## src/acs_pkg.sv

```systemverilog
// Constants for the channel 0 configuration register and the channel sequencer
package acs_pkg;
  localparam logic [7:0] ACS_CFG_ADDR = 8'h10;
  localparam logic [15:0] ACS_CFG_RESET = 16'h8001;
  localparam logic [15:0] ACS_CFG_WMASK = 16'hB3FF;
  localparam int ACS_EN_BIT = 15;
  localparam int ACS_RSV_HI_BIT = 14;
  localparam int ACS_SETUP_LSB = 12;
  localparam int ACS_SETUP_W = 2;
  localparam int ACS_POS_LSB = 5;
  localparam int ACS_NEG_LSB = 0;
  localparam int ACS_SEL_W = 5;
  localparam int ACS_NUM_CH = 4;
  localparam logic [15:0] ACS_UNMAPPED_DATA = 16'h0000;
  localparam logic [1:0] ACS_FIRST_CHAN = 2'h0;
endpackage

```

## src/acs_channel_config.sv

```systemverilog
// Channel 0 configuration register with its register port and channel sequencing
`timescale 1ns/1ps
module acs_channel_config
  import acs_pkg::*;
(
  // Clock and reset
  input wire logic clk_sys,
  input wire logic rst,
  // Register port behind the serial interface
  input wire logic [7:0] regAddr,
  input wire logic regWrite,
  input wire logic [15:0] regWrData,
  input wire logic regRead,
  output logic [15:0] regRdData,
  output logic regRdValid,
  // Enables of channels 1 to 3, from their own registers
  input wire logic [ACS_NUM_CH-1:1] otherEnable,
  // Conversion progress from the modulator and filter
  input wire logic convDone,
  // Channel 0 fields as used by the converter
  output logic channel_enable_bit,
  output logic [ACS_SETUP_W-1:0] setup_choice_field,
  output logic [ACS_SEL_W-1:0] positive_input_selector,
  output logic [ACS_SEL_W-1:0] negative_input_selector,
  // Sequencer view
  output logic [1:0] activeChannel,
  output logic sequencing,
  output logic chanZeroActive,
  output logic [ACS_SETUP_W-1:0] convSetup
);
  // Stored register and its next value
  logic [15:0] channel_zero_config;
  logic [15:0] next_config;
  logic [15:0] readWord;
  logic [1:0] seqChan;
  logic seqOn;
  logic hitCfg;
  logic writeHit;

  // Register layout, most significant bit first
  //   15     channel enable
  //   14     reserved, reads zero
  //   13:12  setup choice
  //   11:10  reserved, reads zero
  //   9:5    positive input route
  //   4:0    negative input route

  // Field extraction is shared by the reset values and the live register
  function automatic logic fieldEnable(input logic [15:0] word);
    logic enableFlag;
    enableFlag = word[ACS_EN_BIT];
    return enableFlag;
  endfunction

  function automatic logic [ACS_SETUP_W-1:0] fieldSetup(input logic [15:0] word);
    logic [ACS_SETUP_W-1:0] setupCode;
    setupCode = word[ACS_SETUP_LSB +: ACS_SETUP_W];
    return setupCode;
  endfunction

  function automatic logic [ACS_SEL_W-1:0] fieldPositive(input logic [15:0] word);
    logic [ACS_SEL_W-1:0] routeCode;
    routeCode = word[ACS_POS_LSB +: ACS_SEL_W];
    return routeCode;
  endfunction

  function automatic logic [ACS_SEL_W-1:0] fieldNegative(input logic [15:0] word);
    logic [ACS_SEL_W-1:0] routeCode;
    routeCode = word[ACS_NEG_LSB +: ACS_SEL_W];
    return routeCode;
  endfunction

  // True while the sequencer sits on channel 0
  function automatic logic onChannelZero(input logic [1:0] chan);
    logic isZero;
    isZero = (chan == ACS_FIRST_CHAN);
    return isZero;
  endfunction

  // Only the one mapped address is decoded; everything else is unmapped
  assign hitCfg = (regAddr == ACS_CFG_ADDR);
  assign writeHit = regWrite && hitCfg;

  // Reserved bits are dropped here, so they can never read back as one
  always_comb begin
    next_config = channel_zero_config;
    if (writeHit) begin
      next_config = regWrData & ACS_CFG_WMASK;
    end
  end

  always_ff @(posedge clk_sys) begin
    if (rst) begin
      channel_zero_config <= ACS_CFG_RESET;
    end else begin
      channel_zero_config <= next_config;
    end
  end

  // A read in the same cycle as a write sees the old contents
  always_comb begin
    readWord = ACS_UNMAPPED_DATA;
    if (hitCfg) begin
      readWord = channel_zero_config;
    end
  end

  // Valid is a one-cycle pulse for every read, mapped or not
  always_ff @(posedge clk_sys) begin
    if (rst) begin
      regRdValid <= 1'b0;
    end else begin
      regRdValid <= regRead;
    end
  end

  // Read data holds until the next read so a slow host can pick it up late
  always_ff @(posedge clk_sys) begin
    if (rst) begin
      regRdData <= ACS_UNMAPPED_DATA;
    end else if (regRead) begin
      regRdData <= readWord;
    end
  end

  // Field outputs trail the register by one cycle; this keeps every output on a flop
  always_ff @(posedge clk_sys) begin
    if (rst) begin
      channel_enable_bit <= fieldEnable(ACS_CFG_RESET);
    end else begin
      channel_enable_bit <= fieldEnable(channel_zero_config);
    end
  end

  always_ff @(posedge clk_sys) begin
    if (rst) begin
      setup_choice_field <= fieldSetup(ACS_CFG_RESET);
    end else begin
      setup_choice_field <= fieldSetup(channel_zero_config);
    end
  end

  // Codes are passed as written; unlisted codes are the host's problem
  always_ff @(posedge clk_sys) begin
    if (rst) begin
      positive_input_selector <= fieldPositive(ACS_CFG_RESET);
    end else begin
      positive_input_selector <= fieldPositive(channel_zero_config);
    end
  end

  always_ff @(posedge clk_sys) begin
    if (rst) begin
      negative_input_selector <= fieldNegative(ACS_CFG_RESET);
    end else begin
      negative_input_selector <= fieldNegative(channel_zero_config);
    end
  end

  // Enable comes from the register, not the field output, to save a cycle
  // Widening the enables by position keeps channel n on bit n
  acs_sequencer u_seq (
    .clk_sys(clk_sys),
    .rst(rst),
    .chanEnable({otherEnable, fieldEnable(channel_zero_config)}),
    .convDone(convDone),
    .activeChan(seqChan),
    .seqActive(seqOn)
  );

  // Output copy of the sequencer position
  always_ff @(posedge clk_sys) begin
    if (rst) begin
      activeChannel <= ACS_FIRST_CHAN;
    end else begin
      activeChannel <= seqChan;
    end
  end

  // Any enabled channel keeps the sequencer running
  always_ff @(posedge clk_sys) begin
    if (rst) begin
      sequencing <= 1'b0;
    end else begin
      sequencing <= seqOn;
    end
  end

  // Channel 0 only counts as converting while it is still enabled
  always_ff @(posedge clk_sys) begin
    if (rst) begin
      chanZeroActive <= 1'b0;
    end else begin
      chanZeroActive <= seqOn && onChannelZero(seqChan) && fieldEnable(channel_zero_config);
    end
  end

  // Setup choice is loaded from channel 0's register only while the sequencer sits on channel 0; otherwise it holds
  always_ff @(posedge clk_sys) begin
    if (rst) begin
      convSetup <= fieldSetup(ACS_CFG_RESET);
    end else begin
      if (onChannelZero(seqChan)) begin
        convSetup <= fieldSetup(channel_zero_config);
      end
    end
  end
endmodule

```

## src/acs_sequencer.sv

```systemverilog
// Round-robin stepping through the enabled channels
`timescale 1ns/1ps
module acs_sequencer
  import acs_pkg::*;
(
  // Clock and reset
  input wire logic clk_sys,
  input wire logic rst,
  // Channel enables and conversion progress
  input wire logic [ACS_NUM_CH-1:0] chanEnable,
  input wire logic convDone,
  // Sequencer state
  output logic [1:0] activeChan,
  output logic seqActive
);
  // Next enabled channel after the given one, wrapping round; itself if it is the only one
  function automatic logic [1:0] nextEnabled(input logic [1:0] cur, input logic [ACS_NUM_CH-1:0] en);
    logic [1:0] pick;
    logic [1:0] cand;
    pick = cur;
    for (int i = ACS_NUM_CH - 1; i >= 1; i--) begin
      cand = 2'(cur + 2'(i));
      if (en[cand]) begin
        pick = cand;
      end
    end
    return pick;
  endfunction

  always_ff @(posedge clk_sys) begin
    if (rst) begin
      activeChan <= ACS_FIRST_CHAN;
    end else if (!chanEnable[activeChan] && (chanEnable != '0)) begin
      // Current channel was switched off: move on at once rather than waste a conversion
      activeChan <= nextEnabled(activeChan, chanEnable);
    end else if (convDone) begin
      activeChan <= nextEnabled(activeChan, chanEnable);
    end
  end

  always_ff @(posedge clk_sys) begin
    if (rst) begin
      seqActive <= 1'b0;
    end else begin
      seqActive <= (chanEnable != '0);
    end
  end
endmodule

```

## config.mk

```make
export PLATFORM = sky130hd
export DESIGN_NAME = acs_channel_config
export DESIGN_NICKNAME = d
export VERILOG_FILES = /design/src/acs_pkg.sv /design/src/acs_channel_config.sv /design/src/acs_sequencer.sv
export SDC_FILE = /design/constraint.sdc
export NUM_CORES = 1
export LEC_CHECK = 0
export BUFFER_PORTS_ARGS = -buffer_cell sky130_fd_sc_hd__buf_2
export CORE_ASPECT_RATIO = 0.9
export CORE_MARGIN = 2
export CORE_UTILIZATION = 45
export CTS_BUF_LIST = sky130_fd_sc_hd__clkbuf_4 sky130_fd_sc_hd__clkbuf_8
export DETAILED_ROUTE_END_ITERATION = 12
export GPL_ROUTABILITY_DRIVEN = 0
export PLACE_DENSITY = 0.85
export REMOVE_ABC_BUFFERS = 1
export SKIP_LAST_GASP = 1
export SLEW_MARGIN = 20
export SYNTH_ARGS = -nofsm -noshare
export SYNTH_HDL_FRONTEND = slang
export SYNTH_SLANG_ARGS = --single-unit
```

## constraint.sdc

```tcl
create_clock -name clk_sys -period 1.98 [get_ports clk_sys]
set_clock_uncertainty 0.1 [all_clocks]
set_input_delay 0.396 -clock clk_sys [delete_from_list [all_inputs] [get_ports clk_sys]]
set_output_delay 0.396 -clock clk_sys [all_outputs]
set_load 0.05 [all_outputs]
```

=== Word level (Yosys, flattened, before mapping) ===
Cells that the tools add are included.

* Bits in registers: 52
* Word-level logic and storage cells: 43
* Input port bits: 32
* Output and inout port bits: 36

* Multiplexer cells: 14
* Magnitude comparators: 4
* Add/sub/neg operators: 3
* Equality and inequality tests: 1
* Reduce and logical (&&, ||, !) cells: 8

{| class="wikitable"
|+ Operators by type and width
! kind !! number
|-
| 2-to-1 mux 16 bit || 1
|-
| < comparator 2 x 3 -> 1 bit (second input constant) || 4
|-
| 2-to-1 mux 2 bit || 5
|-
| binary-select mux 1 bit (select 2 bit) || 4
|-
| == test 8 x 5 -> 1 bit (second input constant) || 1
|-
| adder 2 bit (second input constant) || 2
|-
| logical AND 1 bit || 4
|-
| 2-to-1 mux 1 bit || 4
|-
| nonzero test 4 bit || 1
|-
| adder 2 x 1 -> 2 bit (second input constant) || 1
|-
| zero test 2 bit || 1
|-
| nonzero test 2 bit || 1
|-
| zero test 1 bit || 1
|}

=== Depth between registers and ports, before layout ===
* Word-level depth: 8
* Depth in mapped cells: 7

=== Cells and area by module ===
From an unflattened synthesis, not the netlist that was laid out.

* Cell total of the unflattened synthesis: 200
* Area total of the unflattened synthesis: 2018.2 um2

{| class="wikitable"
|+ Modules (own cells, without submodules)
! module !! area an instance (um2) !! instances !! cells an instance !! seq. area each (um2)
|-
| acs_channel_config || 1675.4 || 1 || 155 || 920.9
|-
| acs_sequencer || 342.8 || 1 || 45 || 60.1
|}

=== Worst setup path after synthesis ===
OpenSTA, ideal clock, no wires.

* Path type: register to register
* From: register u_seq.activeChan[0]
* To: register u_seq.activeChan[0]
* Stages on the path, launching flop included: 8
* Period minus slack after synthesis: 2.039 ns
* Path slack: -0.059 ns
* Arrival time: 1.816 ns
* Buffers on the path: 1
* Cell sequence: dfxtp_1 -> buf_2 -> inv_1 -> ha_1 -> mux4_2 -> a31oi_1 -> nor2_1 -> mux2_1

* Word-level cells in the longest chain between the ends: 8

{| class="wikitable"
|+ Ends and longest elaborated chain
! element !! line !! RTL
|-
| start: declaration || acs_sequencer.sv:13 || <nowiki>output logic [1:0] activeChan,</nowiki>
|-
| start signal: assignment || acs_sequencer.sv:35 || <nowiki>activeChan <= nextEnabled(activeChan, chanEnable);</nowiki>
|-
| start signal: assignment || acs_sequencer.sv:37 || <nowiki>activeChan <= nextEnabled(activeChan, chanEnable);</nowiki>
|-
| adder 2 bit || acs_sequencer.sv:22 || <nowiki>cand = 2'(cur + 2'(i));</nowiki>
|-
| binary-select mux 1 bit (select 2 bit) || acs_sequencer.sv:23 || <nowiki>if (en[cand]) begin</nowiki>
|-
| 2-to-1 mux 1 bit (implied by the code) || acs_sequencer.sv:23 ||
|-
| 2-to-1 mux 2 bit (3 in a row) || acs_sequencer.sv:23 ||
|-
| 2-to-1 mux 2 bit || acs_sequencer.sv:36 || <nowiki>end else if (convDone) begin</nowiki>
|-
| 2-to-1 mux 2 bit || acs_sequencer.sv:33 || <nowiki>end else if (!chanEnable[activeChan] && (chanEnable != '0)) begin</nowiki>
|}

Parallel ways exist; a longest one is shown, timed or not. The select of a mux whose other input is x is not followed.
A chain may end at the register's enable or synchronous reset.

=== Worst setup path after layout ===
Same ends and word-level chain as after synthesis.

==> impl_metrics.ini <==
[sta]
period_share_pct = 95.4
rsz0062_at_grt = no
finalCriticalPeriod_ps = 1890
finalSetupViolations = 0
hold_violations = 0
maxSlewViolCount = 0
fmax_ghz = 0.530
final.setup.tns_ps = 0

[global_route]
grtUsageTotal_pct = 15.6
first_global_vias = 1233
antenna_found_initial = 0
grt_max_degree = 27
overflow = 0
grt_pass1_wl_um = 5520

[synth]
synth.most_common_cell = dfxtp_1
yosys_warnings = 0
synthTopCellsByArea = dfxtp_1 53%, nor2b_1 9.1%, mux2i_1 7.6%
synth-seq-cells = 49
ys.flop_type = dfxtp_1
synth_top_area_share_pct = 52.9
synth_cells = 190
synthArstFlopShare_pct = 0
synth.distinct_cells = 33
avgSynthCellArea_um2 = 9.77
ys_seq_area_share_pct = 52.9
yosysTopAreaCell = dfxtp_1
ys_top_cells_by_count = 49 x dfxtp_1, 36 x nor2_1, 27 x nor2b_1, 15 x a21oi_1, 14 x mux2i_1
synth-edff-count = 0
synth_area_um2 = 1860

[pwr]
clock_power_share_pct = 24.4
p_int_mw = 1.51
p_sw_share_pct = 27.6
power_mw = 2.09
peakVddDrop_uv = 467
comb_power_share_pct = 26.0
power_density_nw_per_um2 = 911
p_switching_mw = 0.578
pwr-share-seq_pct = 49.6
power_leakage_nw = 1.13

[finish]
drive_gt1_share_pct = 33.2
area_growth_pct = 23.7
antenna_cells = 0
nets = 287
fin_cells = 301

[critical_path]
cp_top_family = multiplexers
crit_fanout = 3
slowest_stage = mux4_2
crit_buf_inv = 1
required_ps = 2060
end_kind = flop
crit_arrival_ps = 1960
startpoint_type = flop
critPathKind = flop to flop
path_cells = inv_2 -> ha_4 -> mux4_2 -> a31oi_1 -> nor2_1 -> mux2_1
cp_slowest_stage_delay_ps = 480

[detailed_routing]
routed-via-count = 1451
drt-wirelength-per-cell_um = 11.6
met2WireLength_um = 1620
firstDrtPassIters = 5
highest_layer = met4
drcViolationCount = 0
drt-initial-drc-count = 38
ant_nets = 0
wirelength_um = 3490
met1Wirelength_um = 1660
wl_met3_um = 189
vias_per_cell = 4.82

[place]
port-buffer-count = 61
place_inst = 295
place_hpwl_um = 2560

[floorplanning]
initial_core_util_pct = 46.2
rows = 22
die_x_um = 71.7
dieHeight_um = 64.9
dieArea_um2 = 4650
pin_count = 68
coreArea_um2 = 4020

[min_path]
hold_path.class = input pin to flop

[clock_tree]
cts_buffers = 5
cts.clk_slew.worst_paths_ps = 80
cts_tree = yes
clock_latency_ps = 280
cts_sinks = 49
cts_root_buffer = clkbuf_8
h-tree-depth = 2
clk_path_buf_depth = 2

[flow_run]
drv_cap = 0

[run_status]
outcome = finished, final reports clean
worst register-to-register path: stages (launching register included):
cell	delay [ps]
dfxtp_1	350
inv_2	70
ha_4	270
mux4_2	480
a31oi_1	150
nor2_1	60
mux2_1	300
power groups by stage:
| stage | Clock (mW) | Combinational (mW) | Sequential (mW) |
|---|---|---|---|
| after floorplan | 0 | 0.270 | 1.15 |
| after global placement | 0 | 0.489 | 1.06 |
| after detailed placement | 0 | 0.504 | 1.06 |
| after CTS | 0.534 | 0.505 | 1.04 |
| after global routing | 0.584 | 0.594 | 1.04 |
| final | 0.510 | 0.545 | 1.04 |
layout make-up:
class	instances	area (um2)
multi-input cells	127	808
flip-flops and latches	49	981
well taps	48	60.1
repair buffers	69	365
fillers	370	1720
clock inverters	1	5.00
clock buffers	5	68.8
inverters	2	7.51
layer usage:
layer	vias to the layer above	track usage, %
met5	-	0
met4	0	4.95
met3	2	5.75
met2	50	25.1
met1	649	19.3
li1	750	-
cells by family (layout without fill, tap and decap cells):
logic type               Yosys count  in the layout  synth area share, %
AND/OR/NAND/NOR                   81             81                 22.6
flip-flops                        49             49                 52.9
AO/OA/AOI/OAI                     23             23                 7.22
multiplexers                      19             19                 11.8
buffers and inverters             16             77                 4.65
adder cells (fa/ha/maj)            1              1                0.674
other                              1              3                0.202
stage by stage:
step	cell area, um2	hold WS (ps)	utilization (%)	setup slack, ps
after CTS	2280	231	56.8	12.0
after detailed placement	2210	352	55.0	27.8
after global routing	2300	236	57.1	16.8
final	2300	239	57.1	91.5
after floorplan	1780	339	-	-84.7
after global placement	2210	353	55.0	64.4
cell usage in the layout (no fill, tap or decap), types with 2 or more instances in the layout:
cell type	n
nand2_1	3
o21ai_0	2
mux4_2	2
and3_1	3
mux2_1	2
nor2_1	36
buf_4	8
buf_2	61
nor3_1	2
or2_2	2
conb_1	3
nor2b_1	27
mux2i_1	14
and2b_1	2
a211o_1	2
a21oi_1	15
clkbuf_8	5
dfxtp_1	49
timing repair:
item,in CTS,in global routing
endpoints found under the setup margin,0,1
setup buffers,0,0
gates resized for setup,0,2
hold buffers,0,0
flip-flops by register name (all words and copies together), names as in the netlist, 2 cells and up:
signal	cells
u_seq.activeChan	2
activeChannel	2
positive_input_selector	5
regRdData	13
convSetup	2
negative_input_selector	5
channel_zero_config	13
setup_choice_field	2
worst paths after layout:
path	from	endpoint	cells after the start	slack (ps)
min	regWrData[6]	channel_zero_config[6]$_SDFFE_PP0P_	3	240
max	u_seq.activeChan[0]$_SDFFE_PP0P_	u_seq.activeChan[0]$_SDFFE_PP0P_	6	90
min reg2reg	u_seq.seqActive$_SDFF_PP0_	sequencing$_SDFF_PP0_	1	360
max reg2reg	u_seq.activeChan[0]$_SDFFE_PP0P_	u_seq.activeChan[0]$_SDFFE_PP0P_	6	90
Note: power is estimated with default switching activity, not from simulation.
